`src/common/bsx_pkg.sv`:
```
// Package for the bit-set, skip, speed and subtract execute block.
// Assumes a 16-bit instruction word and a 9-bit data memory address.
package bsx_pkg;
    localparam int INSN_W = 16;
    localparam int ADDR_W = 9;
    localparam int DATA_W = 8;
    // Opcode match values and masks.
    localparam logic [15:0] OP_SETB = 16'h9000;
    localparam logic [15:0] MASK_BIT = 16'hf000;
    localparam logic [15:0] OP_SNB = 16'ha000;
    localparam logic [15:0] OP_SPEED = 16'h0100;
    localparam logic [15:0] MASK_LIT = 16'hff00;
    localparam logic [15:0] OP_SUB_FR = 16'h0a00;
    localparam logic [15:0] OP_SUB_W = 16'h0800;
    localparam logic [15:0] MASK_FR = 16'hfe00;
    localparam logic [15:0] OP_SUB_LIT = 16'h7a00;
    // Field positions inside the instruction word.
    localparam int BIT_LSB = 9;
    localparam int BIT_W = 3;
    localparam int LIT_W = 8;
    // Clock speed control layout and reset value.
    localparam int PWRD_LSB = 6;
    localparam int CLKSRC_LSB = 4;
    localparam int DIV_W = 4;
    localparam logic [7:0] SPEED_RESET = 8'h00;
    // Timing.
    localparam int CLOCK_MHZ = 250;
    localparam int SKIP_CYCLES = 2;
endpackage

```
`src/hdl/bsx_exec.sv`:
```
// Decode and execute for set-bit, skip-if-clear, speed and three subtracts.
// Assumes program memory holds insn valid and data memory answers reads combinationally.
`timescale 1ns/1ns
module bsx_exec #(
    parameter int DIV_W = bsx_pkg::DIV_W
) (
    input wire logic clock,
    input wire logic rstn,
    input wire logic [15:0] insn,
    output logic insn_fetch,
    input wire logic [7:0] mem_rdata,
    output logic [8:0] mem_addr,
    output logic [7:0] mem_wdata,
    output logic mem_we,
    input wire logic [7:0] acc_in,
    output logic [7:0] acc_wdata,
    output logic acc_we,
    output logic carry_flag,
    output logic digit_carry_flag,
    output logic zero_flag,
    output logic [7:0] clock_speed_control,
    output logic [1:0] power_down_select,
    output logic [1:0] clock_source_select,
    output logic [DIV_W-1:0] core_clock_divisor,
    output logic skip_active
);
    logic rst_sync1_reg;
    logic rst_n;
    logic tick;
    logic squash_reg;
    logic [7:0] speed_reg;
    logic carry_reg;
    logic dc_reg;
    logic zero_reg;

    // Reset release through two flip-flops.
    always_ff @(posedge clock or negedge rstn) begin
        if (!rstn) begin
            rst_sync1_reg <= 1'b0;
            rst_n <= 1'b0;
        end else begin
            rst_sync1_reg <= 1'b1;
            rst_n <= rst_sync1_reg;
        end
    end

    // Instruction cycle enable from the divisor in force.
    bsx_divider #(.DIV_W(DIV_W)) u_div (
        .clock(clock),
        .rst_n(rst_n),
        .divisor(speed_reg[DIV_W-1:0]),
        .tick(tick)
    );

    // Opcode decode.
    logic is_setb, is_snb, is_speed, is_sub_fr, is_sub_w, is_sub_lit, is_sub;
    logic live;
    logic [2:0] bit_sel;
    logic [7:0] immediate_byte;
    logic [7:0] memory_operand;
    logic [7:0] minuend;
    logic [7:0] bit_mask;
    // Nothing executes or fetches until the synchronised reset has let go, so program
    // memory stays on its first word and no strobe reaches memory during reset.
    assign live = tick && !squash_reg && rst_n;
    assign is_setb = (insn & bsx_pkg::MASK_BIT) == bsx_pkg::OP_SETB;
    assign is_snb = (insn & bsx_pkg::MASK_BIT) == bsx_pkg::OP_SNB;
    assign is_speed = (insn & bsx_pkg::MASK_LIT) == bsx_pkg::OP_SPEED;
    assign is_sub_fr = (insn & bsx_pkg::MASK_FR) == bsx_pkg::OP_SUB_FR;
    assign is_sub_w = (insn & bsx_pkg::MASK_FR) == bsx_pkg::OP_SUB_W;
    assign is_sub_lit = (insn & bsx_pkg::MASK_LIT) == bsx_pkg::OP_SUB_LIT;
    assign is_sub = is_sub_fr || is_sub_w || is_sub_lit;
    assign bit_sel = insn[bsx_pkg::BIT_LSB +: bsx_pkg::BIT_W];
    assign immediate_byte = insn[bsx_pkg::LIT_W-1:0];
    assign mem_addr = insn[bsx_pkg::ADDR_W-1:0];
    assign memory_operand = mem_rdata;
    assign bit_mask = 8'h01 << bit_sel;

    // Subtraction with borrow detection; each form ends in one cycle.
    logic [8:0] diff;
    logic [4:0] low_diff;
    assign minuend = is_sub_lit ? immediate_byte : memory_operand;
    assign diff = {1'b0, minuend} - {1'b0, acc_in};
    assign low_diff = {1'b0, minuend[3:0]} - {1'b0, acc_in[3:0]};

    // Write strobes and data for memory and accumulator.
    logic bit_clear;
    assign bit_clear = (memory_operand & bit_mask) == 8'h00;
    assign mem_we = live && (is_setb || is_sub_fr);
    assign mem_wdata = is_setb ? (memory_operand | bit_mask) : diff[7:0];
    assign acc_we = live && (is_sub_w || is_sub_lit);
    assign acc_wdata = diff[7:0];
    assign insn_fetch = tick && rst_n;
    assign skip_active = squash_reg;

    // Skip state: the next instruction cycle is squashed.
    always_ff @(posedge clock or negedge rst_n) begin
        if (!rst_n) begin
            squash_reg <= 1'b0;
        end else if (tick) begin
            squash_reg <= live && is_snb && bit_clear;
        end
    end

    // Speed register; its divisor reaches the divider after this tick.
    always_ff @(posedge clock or negedge rst_n) begin
        if (!rst_n) begin
            speed_reg <= bsx_pkg::SPEED_RESET;
        end else if (live && is_speed) begin
            speed_reg <= immediate_byte;
        end
    end

    // Flags from a subtract.
    always_ff @(posedge clock or negedge rst_n) begin
        if (!rst_n) begin
            carry_reg <= 1'b0;
            dc_reg <= 1'b0;
            zero_reg <= 1'b0;
        end else if (live && is_sub) begin
            carry_reg <= !diff[8];
            dc_reg <= !low_diff[4];
            zero_reg <= diff[7:0] == 8'h00;
        end
    end

    assign carry_flag = carry_reg;
    assign digit_carry_flag = dc_reg;
    assign zero_flag = zero_reg;
    assign clock_speed_control = speed_reg;
    assign power_down_select = speed_reg[bsx_pkg::PWRD_LSB +: 2];
    assign clock_source_select = speed_reg[bsx_pkg::CLKSRC_LSB +: 2];
    assign core_clock_divisor = speed_reg[DIV_W-1:0];

    // Clocks counted since the last instruction boundary; it feeds the cycle length check
    // and is kept apart from the divider so that a divider fault cannot hide itself.
    logic [DIV_W:0] span_reg;
    always_ff @(posedge clock or negedge rst_n) begin
        if (!rst_n) begin
            span_reg <= '0;
        end else if (tick) begin
            span_reg <= '0;
        end else begin
            span_reg <= span_reg + 1'b1;
        end
    end

    // Bit operations: at most one bit may change, and the chosen bit must end up set.
    a_setb_keeps: assert property (@(posedge clock) disable iff (!rst_n)
        live && is_setb |-> mem_we && mem_wdata[insn[bsx_pkg::BIT_LSB +: bsx_pkg::BIT_W]]
        && $countones(mem_wdata ^ memory_operand) <= 1)
        else $error("set-bit data wrong");

    // Skip and squash: a clear bit marks the next cycle, which then writes nothing.
    a_skip_marks: assert property (@(posedge clock) disable iff (!rst_n)
        live && is_snb && bit_clear |=> skip_active)
        else $error("clear bit did not skip");
    a_skip_squash: assert property (@(posedge clock) disable iff (!rst_n)
        insn_fetch && skip_active |-> !mem_we && !acc_we)
        else $error("skipped instruction wrote");
    a_squash_quiet: assert property (@(posedge clock) disable iff (!rst_n)
        insn_fetch && skip_active
        |=> $stable({clock_speed_control, carry_flag, digit_carry_flag, zero_flag}))
        else $error("skipped instruction changed state");
    a_skip_holds: assert property (@(posedge clock) disable iff (!rst_n)
        skip_active && !insn_fetch |=> skip_active)
        else $error("skip ended inside its cycle");
    a_no_skip_set: assert property (@(posedge clock) disable iff (!rst_n)
        tick && live && is_snb && !bit_clear |=> !squash_reg)
        else $error("skip without clear bit");

    // Speed register and instruction timing.
    a_speed_load: assert property (@(posedge clock) disable iff (!rst_n)
        live && is_speed |=> speed_reg == $past(immediate_byte))
        else $error("speed not loaded");
    a_fields_map: assert property (@(posedge clock) disable iff (!rst_n)
        core_clock_divisor == clock_speed_control[3:0]
        && clock_source_select == clock_speed_control[5:4])
        else $error("speed field map wrong");
    a_cycle_len: assert property (@(posedge clock) disable iff (!rst_n)
        tick |-> span_reg == ((core_clock_divisor > 1) ? core_clock_divisor - 1 : 0))
        else $error("instruction cycle length wrong");

    // Subtract results and flags.
    a_sub_mem: assert property (@(posedge clock) disable iff (!rst_n)
        live && is_sub_fr |-> mem_we && !acc_we
        && mem_wdata == 8'(memory_operand - acc_in))
        else $error("sub to memory wrong");
    a_sub_acc: assert property (@(posedge clock) disable iff (!rst_n)
        live && is_sub_w |-> !mem_we && acc_wdata == 8'(memory_operand - acc_in))
        else $error("sub to accumulator wrong");
    a_carry_flag: assert property (@(posedge clock) disable iff (!rst_n)
        live && is_sub |=> carry_flag == ($past(minuend) >= $past(acc_in)))
        else $error("carry wrong");
    a_dc_flag: assert property (@(posedge clock) disable iff (!rst_n)
        live && is_sub |=> digit_carry_flag == ($past(minuend[3:0]) >= $past(acc_in[3:0])))
        else $error("digit carry wrong");
    a_zero_flag: assert property (@(posedge clock) disable iff (!rst_n)
        live && is_sub |=> zero_flag == ($past(minuend) == $past(acc_in)))
        else $error("zero wrong");

    // Scenarios worth seeing at least once.
    c_skip: cover property (@(posedge clock) live && is_snb && bit_clear);
    c_no_skip: cover property (@(posedge clock) live && is_snb && !bit_clear);
    c_speed: cover property (@(posedge clock) live && is_speed);
    c_borrow: cover property (@(posedge clock) live && is_sub && diff[8]);
    c_slow_cycle: cover property (@(posedge clock) tick && core_clock_divisor > 1);
endmodule

```
`src/hdl/bsx_divider.sv`:
```
// Core clock enable divider.
// Assumes the divisor field is stable and changes only at an instruction boundary.
`timescale 1ns/1ns
module bsx_divider #(
    parameter int DIV_W = 4
) (
    input wire logic clock,
    input wire logic rst_n,
    input wire logic [DIV_W-1:0] divisor,
    output logic tick
);
    logic [DIV_W-1:0] count_reg;
    logic [DIV_W-1:0] count_next;
    logic last;

    // A field value of zero or one runs the core every clock.
    assign last = (count_reg + 1'b1 >= divisor) || (divisor == '0);
    assign count_next = last ? '0 : count_reg + 1'b1;
    assign tick = last;

    // Counts clocks within one instruction cycle.
    always_ff @(posedge clock or negedge rst_n) begin
        if (!rst_n) begin
            count_reg <= '0;
        end else begin
            count_reg <= count_next;
        end
    end
endmodule

```
`config.mk`:
```
export PLATFORM = sky130hd
export DESIGN_NAME = bsx_exec
export DESIGN_NICKNAME = d
export VERILOG_FILES = /design/src/common/bsx_pkg.sv /design/src/hdl/bsx_exec.sv /design/src/hdl/bsx_divider.sv
export SDC_FILE = /design/constraint.sdc
export NUM_CORES = 1
export LEC_CHECK = 0
export BUFFER_PORTS_ARGS = -buffer_cell sky130_fd_sc_hd__buf_2
export CORE_MARGIN = 2
export CORE_UTILIZATION = 47
export DETAILED_ROUTE_END_ITERATION = 10
export PLACE_DENSITY = 0.93
export SYNTH_ARGS = -nofsm -noshare
export SYNTH_HDL_FRONTEND = slang
export SYNTH_SLANG_ARGS = --single-unit
```
`constraint.sdc`:
```
create_clock -name clock -period 4.6 [get_ports clock]
set_input_delay 0.92 -clock clock [delete_from_list [all_inputs] [get_ports clock]]
set_output_delay 0.92 -clock clock [all_outputs]
set_load 0.005 [all_outputs]
```
==> flow_summary.json, run 1 <==
{
  "grt_max_degree": 19,
  "period_share_pct": 97.6,
  "worstSetupPathType": "in2out",
  "drt-wirelength-per-cell_um": 15.0,
  "rsz0062_at_grt": "false",
  "htree_levels": 1,
  "clkLatencyLatePin_ns": 0.26,
  "synth_common_cells": "nor2_1, buf_4, dfrtp_1",
  "drc": 0,
  "io_pins": 82,
  "design.core.area_sq_um": 3610,
  "finalMaxSlewViolations": 0,
  "antenna_found_initial": 0,
  "synth_top_area_cell": "dfrtp_1",
  "seq_area_frac_synth_pct": 26.0,
  "clockBufferDepth": 2,
  "fin_skew_ns": 0.00820,
  "drtAntennaViolNets": 0,
  "dp_hpwl_mm": 3.87,
  "final_nets": 324,
  "num_rows": 22,
  "crit_path_end_kind": "primary output",
  "hold_path_class": "reg2async",
  "period_minus_slack_ns": 4.49,
  "wl_mm": 4.83,
  "tightest_slew_ns": 0.563,
  "netlist_area_sq_um": 1740,
  "worst_ep_arrival_time_ns": 3.57,
  "cts_made_buffers": 3,
  "synth_cell_types": 43,
  "cp_max_fo": 7,
  "start_kind": "input pin",
  "ff2ff_setup_slack_ns": 2.07,
  "die_h_um": 64.8,
  "finalPower_mw": 0.502,
  "drtIter0Drc": 130,
  "synth_area_leaders": "dfrtp_1, mux2_2, ha_1",
  "die_x_um": 64.8,
  "grt_pass1_wl_mm": 7.25,
  "drv_cap": 0,
  "layout-drive-gt1-share_pct": 45.8,
  "hold_violations": 0,
  "cts_tree": "done",
  "clk_pin_slew_ns": 0.07,
  "ys.flop_type": "dfrtp_1",
  "p_leak_nw": 1.18,
  "cts_root_buffer": "clkbuf_8",
  "ys_async_sr_fraction_pct": 100,
  "io_buffers": 81,
  "numClockSinks": 18,
  "start_util_pct": 48.1,
  "fin_area_sq_um": 2210,
  "vias": 1780,
  "viasPerCell": 5.51,
  "fillers": 319,
  "setup-tns-final_ns": 0,
  "mappedNetlistNets": 247,
  "die_area_sq_um": 4190,
  "synthCells": 199,
  "grt_pass1_vias": 1581,
  "synth_top_area_share_pct": 26.0,
  "peakVddDrop_mv": 0.246,
  "cts_hold_buf": 0,
  "post-synth-top-count-cell": "nor2_1",
  "cp_data_required_time_ns": 3.68,
  "synth_edf_count": 0,
  "power.density_nw_per_um2": 228,
  "first_pass_iters": 5,
  "max_freq_ghz": 0.223,
  "setup_slack_ns": 0.111,
  "slew_headroom_pct": 62.4,
  "dpl_cell_area_sq_um": 2130,
  "grtUsageTotal_pct": 22.4,
  "status": "completed",
  "diodes": 0,
  "largest_register_ffs": 8,
  "pre_cts_ws_ns": 0.0619,
  "setup_viol": 0,
  "synth_seq_cells": 18,
  "yosysWarnings": 0,
  "gp_congestion": 0.959,
  "syn2layout_area_growth_pct": 27.1,
  "grt-ovfl-total": 0,
  "avgSynthCellArea_sq_um": 8.72
}
## final timing paths
kind	start	endpoint	depth (start not counted)
min in group clock	rst_sync1_reg	rst_n	0
min reg2reg	rst_n	clock_speed_control[4]	1
max in group asynchronous	rstn	rst_sync1_reg	1
max reg2reg	u_div.count_reg[0]	clock_speed_control[2]	8
max	insn[8]	mem_wdata[7]	13
min	rst_n	clock_speed_control[4]	1
## routing by layer
layer  global-route usage [%]  part of all wire, %  vias to the layer above
met1                     27.4                   40                      848
li1                         -                    -                      831
met2                     38.4                   51                       93
met5                        0                    0                        -
met4                     7.71                  1.7                        0
met3                     5.21                  7.7                        8
## critical path: stages
cell and delay (ns):
buf_2 0.11, nand4b_1 0.24, nor4_4 0.26, buf_6 0.17
mux2_2 0.35, ha_1 0.31, nor2b_1 0.14, o2111ai_1 0.16
and2_2 0.26, a211o_2 0.33, nor2_1 0.12, a21oi_1 0.06
buf_2 0.14
## per-stage QoR
stage,cells,hold WS (ns),util (%)
6_report,323,0.179,61.2
3_5_place_dp,317,0.192,59.0
4_1_cts,321,0.190,60.5
2_1_floorplan,199,0.212,-
5_1_grt,323,0.228,61.2
3_3_place_gp,317,0.186,59.0
## placed cells by master, fill, tap and decap left out, types with 2 or more instances in the layout
cell type and count:
mux2i_1 5, o2111ai_1 3, clkbuf_8 4, buf_2 81, nor2_1 23, inv_1 17
nor4_1 3, buf_4 11, a31oi_1 2, a211oi_1 2, nor2b_1 5, dfrtp_1 18
nand2b_1 3, nand3_1 3, nand2_1 8, o21ai_0 7, xor2_1 3, ha_1 13
xnor2_1 3, nor3_1 4, mux2_2 16, a21oi_1 17
## timing repair
| action | 4_1_cts | 5_1_grt |
|---|---|---|
| endpoints found under the setup margin | 0 | 6 |
| gates resized for setup | 0 | 3 |
| setup buffers | 0 | 2 |
## cell families after synthesis
| logic type | Yosys count | synth area share [%] |
|---|---|---|
| AO/OA/AOI/OAI | 40 | 15.0 |
| XOR/XNOR | 6 | 3.03 |
| adder cells (fa/ha/maj) | 14 | 10.5 |
| buffers and inverters | 38 | 12.3 |
| flip-flops | 18 | 26.0 |
| multiplexers | 21 | 13.3 |
| other | 1 | 0.216 |
| AND/OR/NAND/NOR | 61 | 19.8 |
## cell type report
cell class	count	area, sq um	area share, %
clock buffers	4	55.1	2.50
inverters	17	63.8	2.89
multi-input cells	143	1080	48.8
flip-flops and latches	18	450	20.4
well taps	48	60.1	2.72
repair buffers	93	499	22.6
## power by group
group / switching, mW / leakage (nW) / internal, mW
clock: 0.0533 / 0.0288 / 0.0761
combinational: 0.104 / 0.904 / 0.0953
sequential: 0.00637 / 0.243 / 0.167
No activity file was read; power rests on OpenSTA's default activity.
==> inputs of run 2 (changes only) <==
ABC_AREA = 1   (was not set)
CORE_UTILIZATION = 49   (was 47)
PLACE_DENSITY = 0.94   (was 0.93)
==> flow_summary.json, run 2 <==
{
  "status": "completed",
  "wl_mm": 4.65,
  "drc": 0,
  "period_share_pct": 87.2,
  "highest_layer": "met4",
  "p_leak_nw": 1.42,
  "ys.flop_type": "dfrtp_1",
  "fin_cells": 408,
  "cts_root_buffer": "clkbuf_8",
  "period_minus_slack_ns": 4.01,
  "synth_edf_count": 0,
  "numClockSinks": 18,
  "die_x_um": 66.9,
  "setup-tns-final_ns": 0,
  "multi_input_area_sq_um": 1110,
  "max_stage_delay_ns": 0.42,
  "design.core.area_sq_um": 3740,
  "cp_data_required_time_ns": 3.68,
  "dp_hpwl_mm": 3.91,
  "worst-path-buf-inv": 4,
  "ff2ff_setup_slack_ns": 2.42,
  "hold_path_class": "reg2async",
  "grt_pass1_wl_mm": 7.40,
  "drt-wirelength-per-cell_um": 11.4,
  "drtAntennaViolNets": 0,
  "grt_max_degree": 19,
  "dp.cells": 404,
  "htree_levels": 1,
  "clk_pin_slew_ns": 0.07,
  "start_kind": "input pin",
  "io_pins": 82,
  "synth_area_leaders": "dfrtp_1, nand2_1, inv_1",
  "grt_pass1_vias": 1740,
  "seq_area_frac_synth_pct": 23.2,
  "finalMaxSlewViolations": 0,
  "fin_skew_ns": 0.00220,
  "cts_tree": "done",
  "peakVddDrop_mv": 0.0954,
  "viasPerCell": 4.98,
  "synth_cell_types": 34,
  "yosysWarnings": 0,
  "power.density_nw_per_um2": 211,
  "crit_family": "simple AND/OR/NAND/NOR gates",
  "dr_wl_met3_um": 346,
  "post-synth-top-count-cell": "nand2_1",
  "synth_seq_cells": 18,
  "setup_viol": 0,
  "synth_fa_ha_area_share_pct": 9.42,
  "cts_resized": 0,
  "seq_area_sq_um": 450,
  "crit_path_end_kind": "primary output",
  "avgSynthCellArea_sq_um": 6.55,
  "cts_hold_buf": 0,
  "synthMuxAreaShare_pct": 0,
  "slowest_stage": "fa_1",
  "crit_chain": "buf_2 > inv_1 > nand2_1 > nor2_2 > nand2_4 > nand2_1 > o21ai_0 > ha_1 > fa_1 > inv_1 > nand2_1 > nand2_1 > nand3_1 > nand2_1 > nand2_1 > nand2_1 > nand2_1 > nand2_1 > buf_2",
  "grt-ovfl-total": 0,
  "synth_top_area_share_pct": 23.2,
  "met2_length_mm": 2.19,
  "setup_slack_ns": 0.589,
  "cp_max_fo": 18,
  "clkLatencyLatePin_ns": 0.25,
  "layout-drive-gt1-share_pct": 31.9,
  "reg2regPathDepth": 14,
  "drv_cap": 0,
  "vias": 2030,
  "start_util_pct": 51.8,
  "ys_async_sr_fraction_pct": 100,
  "cts_made_buffers": 3,
  "first_pass_iters": 5,
  "die_area_sq_um": 4480,
  "pre_cts_ws_ns": 0.618,
  "tightest_slew_ns": 0.741,
  "rsz0062_at_grt": "false",
  "worst_ep_arrival_time_ns": 3.09,
  "synth-compound-area-share_pct": 11.5,
  "num_rows": 22,
  "antenna_found_initial": 0,
  "synth_top_area_cell": "dfrtp_1",
  "gp_congestion": 0.957,
  "netlist_area_sq_um": 1940,
  "final_cell_mix": "nand2_1, buf_2, inv_1, nor2_1, dfrtp_1",
  "cts_setup_buffers": 0,
  "diodes": 0,
  "io_buffers": 81,
  "crit_top_cell": "nand2_1",
  "slew_headroom_pct": 50.6,
  "grtUsageTotal_pct": 21.6,
  "fillers": 368,
  "worstSetupPathType": "in2out",
  "clockBufferDepth": 2,
  "synth_xor_area_share_pct": 0.903,
  "synthCells": 296,
  "drtIter0Drc": 135,
  "hold_violations": 0,
  "met1_length_mm": 2.02,
  "synth_top_family_by_area": "simple AND/OR/NAND/NOR gates",
  "mappedNetlistNets": 344,
  "die_h_um": 66.9,
  "max_freq_ghz": 0.249,
  "largest_register_ffs": 8,
  "final_nets": 409,
  "yosys.area_share.simple_pct": 35.0,
  "cp.depth": 19,
  "syn2layout_area_growth_pct": 18.9,
  "synth_common_cells": "nand2_1, inv_1, nor2_1"
}
## run 2: changes by cell type in the layout (fill, tap and decap cells not counted), moves of 4 or more
cell,delta
mux2i_1,-5
nand2_1,+73
nor2_1,-4
o21ai_2,+6
inv_1,+37
buf_4,-11
inv_2,+7
nand3_1,+14
nor2b_1,-5
mux2_2,-16
o21ai_0,+7
a21oi_1,-9
## run 2: per-layer routing
metal  global-route usage [%]  vias up
met4                     10.2        0
met1                     27.8      888
met3                     1.18        8
met5                        0        -
li1                         -     1038
met2                     36.8       96
## run 2: where the power goes
| part | internal, mW | total (mW) | leakage (nW) | switching [mW] |
|---|---|---|---|---|
| combinational | 0.0782 | 0.183 | 1.15 | 0.105 |
| sequential | 0.166 | 0.175 | 0.244 | 0.00897 |
| clock | 0.0760 | 0.128 | 0.0288 | 0.0516 |
## run 2: layout make-up
type / count / share of cell area (%)
multi-input cells: 196 / 48.0
flip-flops and latches: 18 / 19.5
repair buffers: 81 / 17.6
inverters: 61 / 9.93
well taps: 48 / 2.60
clock buffers: 4 / 2.39
## run 2: kinds of logic (layout without fill, tap and decap cells)
kind of cell	count (synthesis)	count (layout)
adder cells (fa/ha/maj)	14	14
AND/OR/NAND/NOR	142	142
other	1	1
buffers and inverters	82	146
flip-flops	18	18
XOR/XNOR	2	2
AO/OA/AOI/OAI	37	37
## run 2: worst paths after layout
kind,from,to
worst max-delay path,insn[10],mem_wdata[6]
worst min-delay path,rst_n,u_div.count_reg[0]
worst max register to register,u_div.count_reg[0],clock_speed_control[7]
worst min register to register,rst_n,u_div.count_reg[0]
max in group asynchronous,rst_n,carry_flag
min in group clock,rst_sync1_reg,rst_n
## run 2: through the flow
step	utilization, %	hold WS [ns]	power (mW)	instance area (sq um)
finish	61.6	0.310	0.486	2310
global route	61.6	0.360	0.523	2310
CTS	61.6	0.327	0.490	2310
detailed placement	60.1	0.322	0.360	2250
global placement	60.1	0.318	0.355	2250
floorplan	-	0.243	0.294	1940
